`src/rtl/sac_pkg.sv`:
```
// Package for the converter control block: offsets, fields, resets.
// Assumes a 32-bit AXI4-Lite register bus and one 100 MHz clock.
package sac_pkg;
    // Register byte offsets
    localparam logic [5:0] SAC_OFF_CHAN = 6'h00;
    localparam logic [5:0] SAC_OFF_CFG = 6'h04;
    localparam logic [5:0] SAC_OFF_CMP = 6'h08;
    localparam logic [5:0] SAC_OFF_RESH = 6'h0c;
    localparam logic [5:0] SAC_OFF_RESL = 6'h10;
    localparam logic [5:0] SAC_OFF_STAT = 6'h14;
    localparam logic [5:0] SAC_OFF_ICLR = 6'h18;
    localparam logic [5:0] SAC_OFF_IEN = 6'h1c;
    localparam logic [5:0] SAC_OFF_PINS = 6'h20;
    // Channel field values
    localparam logic [4:0] SAC_CHAN_OFF = 5'h1f;
    localparam logic [4:0] SAC_CHAN_NUM = 5'h1c;
    // Config field positions and reset value
    localparam int SAC_CFG_MODE10 = 0;
    localparam int SAC_CFG_SEL = 1;
    localparam int SAC_CFG_DIV = 3;
    localparam int SAC_CFG_CMPEN = 5;
    localparam int SAC_CFG_CMPGT = 6;
    localparam logic [6:0] SAC_CFG_RST = 7'h00;
    // Status bit positions
    localparam int SAC_ST_DONE = 0;
    localparam int SAC_ST_HIT = 1;
    // Raw result widths
    localparam logic [3:0] SAC_MSB10 = 4'ha;
    localparam logic [3:0] SAC_MSB8 = 4'h8;
    localparam logic [3:0] SAC_LEN10 = 4'hb;
    localparam logic [3:0] SAC_LEN8 = 4'h9;
    // Bus answers
    localparam logic [1:0] SAC_RESP_OK = 2'h0;
    localparam logic [1:0] SAC_RESP_ERR = 2'h2;
    // Converter clock sources
    typedef enum logic [1:0] {
        SAC_CK_BUS = 2'b00,
        SAC_CK_BUS2 = 2'b01,
        SAC_CK_ALT = 2'b10,
        SAC_CK_ASYNC = 2'b11
    } sac_clk_sel_t;
    // Approximation engine states
    typedef enum logic {
        SAC_IDLE = 1'b0,
        SAC_CONV = 1'b1
    } sac_state_t;
endpackage

```
`src/rtl/sac_conv_if.sv`:
```
// Link between the control core and the approximation engine.
// Assumes both ends run on the same clock.
`timescale 1ns/100ps
interface sac_conv_if;
    logic start; // Begin a conversion
    logic abort; // Drop a running conversion
    logic mode10; // 1 = 10-bit mode
    logic tick; // Converter clock enable
    logic compIn; // Comparator: input above trial
    logic busy; // Conversion running
    logic done; // One-cycle completion pulse
    logic [10:0] raw; // Trial word, final raw result
    modport ctl (output start, abort, mode10, tick, compIn,
        input busy, done, raw);
    modport eng (input start, abort, mode10, tick, compIn,
        output busy, done, raw);
endinterface

```
`src/rtl/sac_clk_div.sv`:
```
// Converter clock source select and divider, as a tick enable.
// Assumes alternate and async sources arrive as one-cycle ticks.
`timescale 1ns/100ps
module sac_clk_div
    import sac_pkg::*;
#(
    parameter int DIV_W = 2
) (
    input wire logic clk,
    input wire logic rst_n,
    input wire logic [1:0] clkSel,
    input wire logic [DIV_W-1:0] divSel,
    input wire logic altTick,
    input wire logic asyncTick,
    input wire logic run,
    output logic tick
);
    logic half_reg; // Bus clock halved
    logic srcEn; // Selected source edge
    logic [7:0] cnt_reg; // Divider count
    logic [7:0] divLast; // Terminal count

    // Halved bus clock runs freely
    always_ff @(posedge clk or negedge rst_n) begin
        if (!rst_n) half_reg <= 1'b0;
        else half_reg <= ~half_reg;
    end

    // Source mux
    always_comb begin
        divLast = 8'((9'h1 << divSel) - 9'h1);
        case (sac_clk_sel_t'(clkSel))
            SAC_CK_BUS: srcEn = 1'b1;
            SAC_CK_BUS2: srcEn = half_reg;
            SAC_CK_ALT: srcEn = altTick;
            default: srcEn = asyncTick;
        endcase
    end

    // Divider and tick pulse
    always_ff @(posedge clk or negedge rst_n) begin
        if (!rst_n) begin
            cnt_reg <= 8'h00;
            tick <= 1'b0;
        end else if (!run) begin
            cnt_reg <= 8'h00;
            tick <= 1'b0;
        end else if (srcEn && cnt_reg >= divLast) begin
            cnt_reg <= 8'h00;
            tick <= 1'b1;
        end else begin
            cnt_reg <= srcEn ? cnt_reg + 8'h01 : cnt_reg;
            tick <= 1'b0;
        end
    end
endmodule

```
`src/rtl/sac_sar_engine.sv`:
```
// Successive approximation sequencer, one bit per converter tick.
// Assumes the comparator answers within the tick it is sampled on.
`timescale 1ns/100ps
module sac_sar_engine
    import sac_pkg::*;
(
    input wire logic clk,
    input wire logic rst_n,
    sac_conv_if.eng cv
);
    sac_state_t state_reg; // Engine state
    logic [3:0] bitIdx_reg; // Bit under trial
    logic [10:0] trial_reg; // Trial word
    logic done_reg; // Completion pulse
    logic mode_reg; // Mode latched at start
    logic [3:0] tickCnt_reg; // Ticks seen, for checking

    assign cv.busy = (state_reg == SAC_CONV);
    assign cv.done = done_reg;
    assign cv.raw = trial_reg;

    // Bit walk from MSB down
    always_ff @(posedge clk or negedge rst_n) begin
        if (!rst_n) begin
            state_reg <= SAC_IDLE;
            bitIdx_reg <= 4'h0;
            trial_reg <= 11'h000;
            done_reg <= 1'b0;
            mode_reg <= 1'b0;
        end else begin
            done_reg <= 1'b0;
            case (state_reg)
                SAC_IDLE: begin
                    if (cv.start) begin
                        state_reg <= SAC_CONV;
                        mode_reg <= cv.mode10;
                        bitIdx_reg <= cv.mode10 ? SAC_MSB10 : SAC_MSB8;
                        trial_reg <= cv.mode10 ? 11'h400 : 11'h100;
                    end
                end
                default: begin
                    if (cv.abort) begin
                        state_reg <= SAC_IDLE;
                    end else if (cv.start) begin
                        mode_reg <= cv.mode10;
                        bitIdx_reg <= cv.mode10 ? SAC_MSB10 : SAC_MSB8;
                        trial_reg <= cv.mode10 ? 11'h400 : 11'h100;
                    end else if (cv.tick) begin
                        if (!cv.compIn) trial_reg[bitIdx_reg] <= 1'b0;
                        if (bitIdx_reg == 4'h0) begin
                            state_reg <= SAC_IDLE;
                            done_reg <= 1'b1;
                        end else begin
                            trial_reg[bitIdx_reg - 4'h1] <= 1'b1;
                            bitIdx_reg <= bitIdx_reg - 4'h1;
                        end
                    end
                end
            endcase
        end
    end

    // Tick counter for the width check
    always_ff @(posedge clk or negedge rst_n) begin
        if (!rst_n) tickCnt_reg <= 4'h0;
        else if (cv.start) tickCnt_reg <= 4'h0;
        else if (cv.busy && cv.tick) tickCnt_reg <= tickCnt_reg + 4'h1;
    end
endmodule

```
`src/rtl/sac_adc_ctrl.sv`:
```
// Overview of operation
// - Disabled in reset or channel all ones
// - Idle at lowest power between conversions
// - Raw result 11 bits, 9 in 8-bit
// - 10-bit: round, store high and low
// - 8-bit: round, store low only
// - Then set done flag, interrupt if enabled
// - Compare enable checks every result
// - Four clock sources, then a divider
// - Bus clock source after reset
// - Bus clock halved source, up to sixteen
// - Alternate clock source to the divider
// - Async source ticks the divider only while a conversion runs
// - Pin bits disable channel 17, 16 I/O
// - Up to twenty-eight analog channels
//
// Top of the converter control: AXI4-Lite registers, result store.
// Assumes the analog front end follows chanSel and dacCode.
//
// The register offsets and the AXI4-Lite slave port are this design's own decisions.
`timescale 1ns/100ps
module sac_adc_ctrl
    import sac_pkg::*;
(
    input wire logic clk,
    input wire logic rst_n,
    input wire logic [5:0] awaddr,
    input wire logic awvalid,
    output logic awready,
    input wire logic [31:0] wdata,
    input wire logic [3:0] wstrb,
    input wire logic wvalid,
    output logic wready,
    output logic [1:0] bresp,
    output logic bvalid,
    input wire logic bready,
    input wire logic [5:0] araddr,
    input wire logic arvalid,
    output logic arready,
    output logic [31:0] rdata,
    output logic [1:0] rresp,
    output logic rvalid,
    input wire logic rready,
    input wire logic altClkTick,
    input wire logic asyncClkTick,
    input wire logic compIn,
    output logic [10:0] dacCode,
    output logic [4:0] chanSel,
    output logic convEnable,
    output logic lowPower,
    output logic [1:0] pinIoDisable,
    output logic irq
);
    sac_conv_if cv(); // Link to the engine

    logic [5:0] awAddr_reg; // Held write address
    logic [31:0] wData_reg; // Held write data
    logic [3:0] wStrb_reg; // Held byte strobes
    logic doWr; // Write performed now
    logic [4:0] chan_reg; // Channel select field
    logic [6:0] cfg_reg; // Mode, clock, compare
    logic [9:0] cmp_reg; // Compare value
    logic [1:0] resHigh_reg; // Result high
    logic [7:0] resLow_reg; // Result low
    logic [1:0] stat_reg; // Sticky events
    logic [1:0] ien_reg; // Event enables
    logic [7:0] pins_reg; // Pin control register
    logic startReq; // Start pulse to engine
    logic offReq; // Channel turned off
    logic convTick; // Divided converter clock
    logic [9:0] round10; // Result rounded to 10 bits
    logic [7:0] round8; // Result rounded to 8 bits
    logic [9:0] cmpVal; // Rounded value for compare
    logic cmpHit; // Compare condition true
    logic [31:0] rdMux; // Read data mux
    logic rdErr; // Unmapped read
    logic wrErr; // Unmapped write

    // Clock select and divider
    sac_clk_div #(
        .DIV_W(2)
    ) u_div (
        .clk(clk),
        .rst_n(rst_n),
        .clkSel(cfg_reg[SAC_CFG_SEL +: 2]),
        .divSel(cfg_reg[SAC_CFG_DIV +: 2]),
        .altTick(altClkTick),
        .asyncTick(asyncClkTick),
        .run(cv.busy),
        .tick(convTick)
    );

    // Approximation engine
    sac_sar_engine u_eng (
        .clk(clk),
        .rst_n(rst_n),
        .cv(cv)
    );

    assign cv.start = startReq;
    assign cv.abort = offReq;
    assign cv.mode10 = cfg_reg[SAC_CFG_MODE10];
    assign cv.tick = convTick;
    assign cv.compIn = compIn;
    assign dacCode = cv.raw;
    assign chanSel = chan_reg;
    assign pinIoDisable = pins_reg[1:0];

    // Write address channel
    always_ff @(posedge clk or negedge rst_n) begin
        if (!rst_n) begin
            awready <= 1'b1;
            awAddr_reg <= 6'h00;
        end else if (awvalid && awready) begin
            awready <= 1'b0;
            awAddr_reg <= awaddr;
        end else if (bvalid && bready) begin
            awready <= 1'b1;
        end
    end

    // Write data channel
    always_ff @(posedge clk or negedge rst_n) begin
        if (!rst_n) begin
            wready <= 1'b1;
            wData_reg <= 32'h0000_0000;
            wStrb_reg <= 4'h0;
        end else if (wvalid && wready) begin
            wready <= 1'b0;
            wData_reg <= wdata;
            wStrb_reg <= wstrb;
        end else if (bvalid && bready) begin
            wready <= 1'b1;
        end
    end

    // Both halves held and no answer pending
    assign doWr = !awready && !wready && !bvalid;

    // Unmapped write decode
    always_comb begin
        if (awAddr_reg == SAC_OFF_CHAN) wrErr = 1'b0;
        else if (awAddr_reg == SAC_OFF_CFG) wrErr = 1'b0;
        else if (awAddr_reg == SAC_OFF_CMP) wrErr = 1'b0;
        else if (awAddr_reg == SAC_OFF_ICLR) wrErr = 1'b0;
        else if (awAddr_reg == SAC_OFF_IEN) wrErr = 1'b0;
        else if (awAddr_reg == SAC_OFF_PINS) wrErr = 1'b0;
        else if (awAddr_reg == SAC_OFF_RESH) wrErr = 1'b0;
        else if (awAddr_reg == SAC_OFF_RESL) wrErr = 1'b0;
        else if (awAddr_reg == SAC_OFF_STAT) wrErr = 1'b0;
        else wrErr = 1'b1;
    end

    // Write response
    always_ff @(posedge clk or negedge rst_n) begin
        if (!rst_n) begin
            bvalid <= 1'b0;
            bresp <= SAC_RESP_OK;
        end else if (doWr) begin
            bvalid <= 1'b1;
            bresp <= wrErr ? SAC_RESP_ERR : SAC_RESP_OK;
        end else if (bready) begin
            bvalid <= 1'b0;
        end
    end

    // Conversion start and channel off requests
    always_comb begin
        startReq = 1'b0;
        offReq = 1'b0;
        if (doWr && awAddr_reg == SAC_OFF_CHAN && wStrb_reg[0]) begin
            if (wData_reg[4:0] == SAC_CHAN_OFF) offReq = 1'b1;
            else if (wData_reg[4:0] < SAC_CHAN_NUM) startReq = 1'b1;
        end
    end

    // Channel select, resets to off
    always_ff @(posedge clk or negedge rst_n) begin
        if (!rst_n) chan_reg <= SAC_CHAN_OFF;
        else if (doWr && awAddr_reg == SAC_OFF_CHAN && wStrb_reg[0])
            chan_reg <= wData_reg[4:0];
    end

    // Converter enable follows channel field
    always_ff @(posedge clk or negedge rst_n) begin
        if (!rst_n) convEnable <= 1'b0;
        else convEnable <= (chan_reg != SAC_CHAN_OFF);
    end

    // Low power whenever no conversion runs
    always_ff @(posedge clk or negedge rst_n) begin
        if (!rst_n) lowPower <= 1'b1;
        else lowPower <= !cv.busy && !startReq;
    end

    // Configuration, bus clock source after reset
    always_ff @(posedge clk or negedge rst_n) begin
        if (!rst_n) cfg_reg <= SAC_CFG_RST;
        else if (doWr && awAddr_reg == SAC_OFF_CFG && wStrb_reg[0])
            cfg_reg <= wData_reg[6:0];
    end

    // Compare value, two byte lanes
    always_ff @(posedge clk or negedge rst_n) begin
        if (!rst_n) begin
            cmp_reg <= 10'h000;
        end else if (doWr && awAddr_reg == SAC_OFF_CMP) begin
            if (wStrb_reg[0]) cmp_reg[7:0] <= wData_reg[7:0];
            if (wStrb_reg[1]) cmp_reg[9:8] <= wData_reg[9:8];
        end
    end

    // Pin control register
    always_ff @(posedge clk or negedge rst_n) begin
        if (!rst_n) pins_reg <= 8'h00;
        else if (doWr && awAddr_reg == SAC_OFF_PINS && wStrb_reg[0])
            pins_reg <= wData_reg[7:0];
    end

    // Rounding with saturation at full scale
    always_comb begin
        round10 = cv.raw[10:1];
        if (cv.raw[0] && cv.raw[10:1] != 10'h3ff)
            round10 = cv.raw[10:1] + 10'h001;
        round8 = cv.raw[8:1];
        if (cv.raw[0] && cv.raw[8:1] != 8'hff)
            round8 = cv.raw[8:1] + 8'h01;
        cmpVal = cfg_reg[SAC_CFG_MODE10] ? round10 : {2'h0, round8};
    end

    // Compare: greater-or-equal or less-than
    assign cmpHit = cfg_reg[SAC_CFG_CMPGT] ? (cmpVal >= cmp_reg)
        : (cmpVal < cmp_reg);

    // Result store on completion
    always_ff @(posedge clk or negedge rst_n) begin
        if (!rst_n) begin
            resHigh_reg <= 2'h0;
            resLow_reg <= 8'h00;
        end else if (cv.done) begin
            if (cfg_reg[SAC_CFG_MODE10]) begin
                resHigh_reg <= round10[9:8];
                resLow_reg <= round10[7:0];
            end else begin
                resLow_reg <= round8;
            end
        end
    end

    // Sticky events, set wins over clear
    always_ff @(posedge clk or negedge rst_n) begin
        if (!rst_n) begin
            stat_reg <= 2'h0;
        end else begin
            for (int i = 0; i < 2; i++) begin
                if (doWr && awAddr_reg == SAC_OFF_ICLR && wStrb_reg[0]
                    && wData_reg[i])
                    stat_reg[i] <= 1'b0;
            end
            if (cv.done) stat_reg[SAC_ST_DONE] <= 1'b1;
            if (cv.done && cfg_reg[SAC_CFG_CMPEN] && cmpHit)
                stat_reg[SAC_ST_HIT] <= 1'b1;
        end
    end

    // Interrupt enables
    always_ff @(posedge clk or negedge rst_n) begin
        if (!rst_n) ien_reg <= 2'h0;
        else if (doWr && awAddr_reg == SAC_OFF_IEN && wStrb_reg[0])
            ien_reg <= wData_reg[1:0];
    end

    // Level interrupt
    always_ff @(posedge clk or negedge rst_n) begin
        if (!rst_n) irq <= 1'b0;
        else irq <= |(stat_reg & ien_reg);
    end

    // Read decode
    always_comb begin
        rdMux = 32'h0000_0000;
        rdErr = 1'b0;
        if (araddr == SAC_OFF_CHAN) rdMux[4:0] = chan_reg;
        else if (araddr == SAC_OFF_CFG) rdMux[6:0] = cfg_reg;
        else if (araddr == SAC_OFF_CMP) rdMux[9:0] = cmp_reg;
        else if (araddr == SAC_OFF_RESH) rdMux[1:0] = resHigh_reg;
        else if (araddr == SAC_OFF_RESL) rdMux[7:0] = resLow_reg;
        else if (araddr == SAC_OFF_STAT) rdMux[2:0] = {cv.busy, stat_reg};
        else if (araddr == SAC_OFF_ICLR) rdMux = 32'h0000_0000;
        else if (araddr == SAC_OFF_IEN) rdMux[1:0] = ien_reg;
        else if (araddr == SAC_OFF_PINS) rdMux[7:0] = pins_reg;
        else rdErr = 1'b1;
    end

    // Read channel, one read at a time
    always_ff @(posedge clk or negedge rst_n) begin
        if (!rst_n) begin
            arready <= 1'b1;
            rvalid <= 1'b0;
            rdata <= 32'h0000_0000;
            rresp <= SAC_RESP_OK;
        end else if (arvalid && arready) begin
            arready <= 1'b0;
            rvalid <= 1'b1;
            rdata <= rdMux;
            rresp <= rdErr ? SAC_RESP_ERR : SAC_RESP_OK;
        end else if (rvalid && rready) begin
            arready <= 1'b1;
            rvalid <= 1'b0;
        end
    end
endmodule

```
`config.mk`:
```
export PLATFORM = sky130hd
export DESIGN_NAME = sac_adc_ctrl
export DESIGN_NICKNAME = d
export VERILOG_FILES = /design/src/rtl/sac_pkg.sv /design/src/rtl/sac_conv_if.sv /design/src/rtl/sac_clk_div.sv /design/src/rtl/sac_sar_engine.sv /design/src/rtl/sac_adc_ctrl.sv
export SDC_FILE = /design/constraint.sdc
export NUM_CORES = 1
export LEC_CHECK = 0
export BUFFER_PORTS_ARGS = -buffer_cell sky130_fd_sc_hd__clkbuf_2
export CAP_MARGIN = 20
export CORE_ASPECT_RATIO = 2
export CORE_MARGIN = 10
export CORE_UTILIZATION = 60
export DETAILED_ROUTE_END_ITERATION = 10
export HOLD_SLACK_MARGIN = 0.03
export PLACE_DENSITY = 0.86
export REMOVE_ABC_BUFFERS = 1
export SLEW_MARGIN = 10
export SYNTH_ARGS = -nofsm -noshare
export SYNTH_HDL_FRONTEND = slang
export SYNTH_SLANG_ARGS = --single-unit
```
`constraint.sdc`:
```
create_clock -name clk -period 7.29 [get_ports clk]
set_clock_uncertainty 0.15 [all_clocks]
set_input_delay 1.0935 -clock clk [delete_from_list [all_inputs] [get_ports clk]]
set_output_delay 1.0935 -clock clk [all_outputs]
set_load 0.01 [all_outputs]
```
==> results_dict.tcl, run 1 <==
set metrics [dict create \
    final.setup.worst_slack_ns 3.83 \
    drc 0 \
    drive_above_1_share 0.270 \
    cp_top_family "compound AO/OA/AOI/OAI gates" \
    ios 120 \
    utilization 0.669 \
    grt_overflow 0 \
    cp_max_fo 5 \
    worst_pin_slew_ns 1.00 \
    ir_drop_uv 303 \
    max_freq_ghz 0.289 \
    synth_edf_count 0 \
    die_x_um 91.2 \
    maxCapViolCount 0 \
    drt-total-wl_um 15700 \
    slew_headroom 0.325 \
    hold_violations 0 \
    antennaDiodeCount 0 \
    die_h_um 162 \
    synth_top_area_frac 0.411 \
    worstPathCellList "ha_1 -> nand3_1 -> o31ai_1 -> nor3_1 -> xor2_1 -> ha_1 -> nand4_1 -> o311ai_0 -> or3_1 -> a41o_1" \
    io_buffers 71 \
    preCtsSetupSlack_ns 3.87 \
    first_global_vias 5040 \
    synthDistinctLibCells 73 \
    powerDensity_mw_per_mm2 399 \
    cp-end-kind "flip-flop" \
    setup_viol 0 \
    period_share 0.475 \
    setup_tns_ns 0 \
    placed_area_mm2 0.00639 \
    avgSynthCellArea_um2 10.4 \
    numCtsBuffers 9 \
    ys_warn_count 0 \
    core_region_area_mm2 0.0100 \
    final_area_mm2 0.00670 \
    die_area_mm2 0.0148 \
    grt_max_degree 80 \
    cts_num_sinks 109 \
    std_cell_rows 52 \
    gr-usage-all-layers 0.213 \
    holdCritStartpoint "u_div.half_reg" \
    critPathLaunch "u_eng.cv.raw[1]" \
    p_total_mw 2.67 \
    clk_pin_slew_ns 0.07 \
    vias 4753 \
    htree_levels 3 \
    start_util 0.607 \
    wl_per_cell_um 20.1 \
    ys_ff_latch 109 \
    max-clock-path-buffers 2 \
    reg2reg_from "u_eng.cv.raw[1]" \
    slew_viol_final 0 \
    ant_nets 0 \
    synth_area_leaders "dfrtp_1 41%, mux2_2 11%, ha_1 5.1%" \
    synth-async-reset-ratio 1.00 \
    crit_type "flip-flop to flip-flop" \
    rsz0062_at_grt "false" \
    cts_tree "built" \
    via_per_inst 6.06 \
    syn2layout_area_growth_pct 10.2 \
    dp_hpwl_um 12100 \
    post-cts-setup-buffers 0 \
    ys.flop_type "dfrtp_1" \
    critPathBufInv 0 \
    required_ns 7.38 \
    ctsHoldBuffers 0 \
    status "complete, no violations" \
    max_stage_delay_ns 0.54 \
    place.gp.congestion 0.958 \
    worstSetupStartpointType "flip-flop" \
    dr.pass1.iters 5 \
    cpMaxStageDelayCell "o31ai_1" \
    cp.arrival_ns 3.55 \
    hp-class "flip-flop to flip-flop" \
    clock_latency_ns 0.35 \
    yosysSeqAreaShare 0.450 \
    cts_resized 0 \
    p_leak_nw 3.06 \
    largest_reg_flops 11 \
    netlist_area_mm2 0.00608 \
    synth_largest_area_cell "dfrtp_1" \
    synth_cells 585 \
    path_common_cell "ha_1" \
    grt_antenna_before_repair 0 \
    finalNetCount 727 \
    cts_root_buf "clkbuf_16" \
    drtIter0Drc 293 \
    grt_pass1_wl_um 25300 \
    period_needed_ns 3.46 \
]
-- Yosys cell counts, types with 4 or more instances --
library cell,instances
mux2_2,60
o31ai_1,8
xnor2_1,6
a31oi_1,7
and2_1,7
dfrtp_1,100
buf_4,26
a221o_1,4
ha_1,25
o21ai_0,19
a21oi_1,29
or4_1,4
inv_1,27
dfstp_2,9
nand3_1,15
nand2b_1,6
o211ai_1,9
nand4_1,5
o31a_1,4
clkbuf_1,15
nand2_1,59
nor2_1,24
nor3_1,15
o22ai_1,7
mux2i_1,6
a211oi_1,4
nor4_1,5
o21ai_1,9
-- cell type report --
type,count,area [µm²]
timing repair buffer,72,365
fill,806,3320
multi-input combinational,424,3020
inverter,28,105
clock inverter,5,65.1
sequential,109,2740
tap,135,169
clock buffer,11,243
-- per-stage QoR --
stage	hold slack [ns]	instances
floorplan	0.245	561
global route	0.331	784
detailed placement	0.270	768
finish	0.288	784
CTS	0.282	784
global placement	0.260	768
-- power breakdown --
| part | switching, mW | total (mW) | internal [mW] |
|---|---|---|---|
| clock network | 0.227 | 0.507 | 0.281 |
| logic | 0.607 | 1.07 | 0.465 |
| registers | 0.268 | 1.09 | 0.823 |
-- cell usage in the layout, fill, tap and decap left out, types with 9 or more instances in the layout --
| cell type | n |
|---|---|
| inv_1 | 27 |
| o21ai_0 | 19 |
| o211ai_1 | 9 |
| dfrtp_1 | 100 |
| dfstp_2 | 9 |
| nand2_1 | 59 |
| nor3_1 | 15 |
| ha_1 | 25 |
| nor2_1 | 24 |
| mux2_2 | 60 |
| conb_1 | 26 |
| clkbuf_2 | 70 |
| clkbuf_16 | 9 |
| o21ai_1 | 9 |
| a21oi_1 | 29 |
| nand3_1 | 15 |
-- worst reg2reg max path, delay by kind of cell, from the launching register on --
family / cells / cell delay, ns
xor+xnor: 1 / 0.48
fa+ha+maj: 2 / 0.56
compound gates: 3 / 0.96
simple gates: 4 / 0.78
flops: 1 / 0.44
-- worst paths after layout --
kind,end,slack [ns],cells past startpoint
max,stat_reg[1],3.83,10
min,u_div.half_reg,0.29,1
max reg2reg,stat_reg[1],3.83,10
min reg2reg,u_div.half_reg,0.29,1
max in group asynchronous,u_eng.bitIdx_reg[1],5.14,2
min in group asynchronous,resLow_reg[7],0.51,1
-- logic make-up after synthesis --
| logic type | count (synthesis) | synth area share |
|---|---|---|
| AO/OA/AOI/OAI | 127 | 0.142 |
| XOR/XNOR | 9 | 0.0130 |
| adder cells (fa/ha/maj) | 25 | 0.0514 |
| buffers and inverters | 76 | 0.0689 |
| flip-flops | 109 | 0.450 |
| multiplexers | 68 | 0.128 |
| other | 2 | 0.00123 |
| AND/OR/NAND/NOR | 169 | 0.145 |
-- layer usage --
metal | vias to the layer above | share of wire | global-route usage
met5 | - | 0 | 0
li1 | 2186 | - | -
met2 | 195 | 0.55 | 0.394
met3 | 47 | 0.058 | 0.0503
met4 | 0 | 0.054 | 0.137
met1 | 2325 | 0.34 | 0.204
Power figures use the tool's default switching activity.
==> inputs of run 2 (changes only) <==
CORE_UTILIZATION = 50   (was 60)
PLACE_DENSITY = 0.76   (was 0.86)
clock period = 3.1 ns   (was 7.29 ns; I/O delays follow)
==> results_dict.tcl, run 2 (synthesized netlist as in run 1, its figures left out) <==
set metrics [dict create \
    final.setup.worst_slack_ns 0.0600 \
    dp_hpwl_um 12600 \
    reg2reg_setup_slack_ns 0.06 \
    die_h_um 176 \
    hold_depth 2 \
    hold_violations 0 \
    vias 4803 \
    core_region_area_mm2 0.0121 \
    fillCellCount 1030 \
    preCtsSetupSlack_ns -0.00206 \
    first_global_vias 4977 \
    p_leak_nw 3.22 \
    io_buffers 71 \
    dr.pass1.iters 5 \
    hp-class "input port to flip-flop" \
    holdCritStartpoint "wvalid" \
    place.gp.congestion 1.03 \
    drt-total-wl_um 16100 \
    setup_viol 0 \
    grt_pass1_wl_um 25600 \
    via_per_inst 5.81 \
    crit_path_end "stat_reg[1]" \
    max-clock-path-buffers 2 \
    reg2reg_from "u_eng.cv.raw[2]" \
    worst_pin_slew_ns 0.807 \
    numCtsBuffers 9 \
    grt_antenna_before_repair 0 \
    clk_pin_slew_ns 0.08 \
    period_share 0.981 \
    powerDensity_mw_per_mm2 949 \
    die_x_um 98.0 \
    start_util 0.505 \
    period_needed_ns 3.04 \
    worstSetupStartpointType "flip-flop" \
    grt_overflow 0 \
    maxCapViolCount 0 \
    r2r-end "stat_reg[1]" \
    drc 0 \
    cp-end-kind "flip-flop" \
    seqCellArea_mm2 0.00274 \
    ir_drop_uv 488 \
    ios 120 \
    grt_max_degree 64 \
    die_area_mm2 0.0172 \
    antennaDiodeCount 0 \
    max_freq_ghz 0.329 \
    clock_latency_ns 0.36 \
    largest_reg_flops 11 \
    syn2layout_area_growth_pct 15.4 \
    slew_viol_final 0 \
    crit_type "flip-flop to flip-flop" \
    finalNetCount 758 \
    required_ns 3.20 \
    cts_root_buf "clkbuf_16" \
    wl_per_cell_um 19.4 \
    cp_max_fo 4 \
    layout_common_cells "99 x dfrtp_1, 70 x clkbuf_2, 60 x mux2_2, 59 x nand2_1, 30 x buf_4" \
    std_cell_rows 57 \
    drive_above_1_share 0.319 \
    drtIter0Drc 241 \
    status "complete, no violations" \
    multi_input_area_mm2 0.00308 \
    utilization 0.583 \
    reg2reg_depth 12 \
    ant_nets 0 \
    cts_tree "built" \
    cp.arrival_ns 3.14 \
    final_common_cell "dfrtp_1" \
    cts_num_sinks 109 \
    htree_levels 3 \
    gr-usage-all-layers 0.184 \
    slew_headroom 0.457 \
    critPathLaunch "u_eng.cv.raw[2]" \
]
run 2: cell types whose count changed in the layout (fill, tap and decap cells not counted), moves of 2 or more:
cell     previous run  this run
nor3_2              0         2
a21oi_1            29        26
a21oi_2             0         3
buf_4               2        30
nor3_1             15        12
run 2: report_power, final:
part / internal [mW] / switching, mW
Sequential: 1.94 / 0.548
Clock: 0.565 / 0.571
Combinational: 1.39 / 1.66
Total: 3.89 / 2.77
run 2: stage by stage:
stage	instances	area [µm²]	TNS [ns]	power, mW	hold slack (ns)
final	827	7020	0	6.66	0.108
after global routing	827	7020	-0.0573	7.11	0.108
after CTS	824	6940	0	6.47	0.109
after detailed placement	807	6620	-0.00206	5.30	0.266
after global placement	807	6620	0	5.18	0.256
after floorplan	561	5860	0	4.10	0.0194
run 2: critical path, cell delays in order (launching register included):
cell and delay, ns:
dfrtp_1 0.41, ha_2 0.24, nand3_4 0.10, o31ai_4 0.26
buf_6 0.14, nor3_2 0.04, xor2_1 0.28, ha_1 0.31
a21o_1 0.20, a21oi_2 0.17, a21oi_2 0.08, or3_1 0.36
a41o_1 0.19
run 2: worst min-delay path by stage:
stage,slack (ns),end
6_report,0.11,wready
5_1_grt,0.11,wready
4_1_cts,0.11,wready
3_5_place_dp,0.27,u_div.half_reg
3_3_place_gp,0.26,u_div.half_reg
2_1_floorplan,0.02,awAddr_reg[0]
run 2: timing repair:
item / 4_1_cts / 5_1_grt
setup endpoints to repair: 1 / 1
endpoints found under the hold margin: 39 / 0
resized for setup: 2 / 15
setup buffers: 0 / 3
hold buffers: 1 / 0
pin swaps: 0 / 10
run 2: cell type report:
class	instances	share of cell area
Tap cell	147	0.0262
Clock buffer	9	0.0321
Inverter	28	0.0150
Clock inverter	7	0.00962
Multi-Input combinational cell	424	0.439
Sequential cell	109	0.390
Timing Repair Buffer	103	0.0878
run 2: routing by layer:
metal | vias up | wire length (µm) | global-route usage
met4 | 0 | 673 | 0.0981
li1 | 2244 | - | -
met1 | 2373 | 5390 | 0.175
met2 | 145 | 9160 | 0.352
met3 | 41 | 843 | 0.0423
met5 | - | 0 | 0
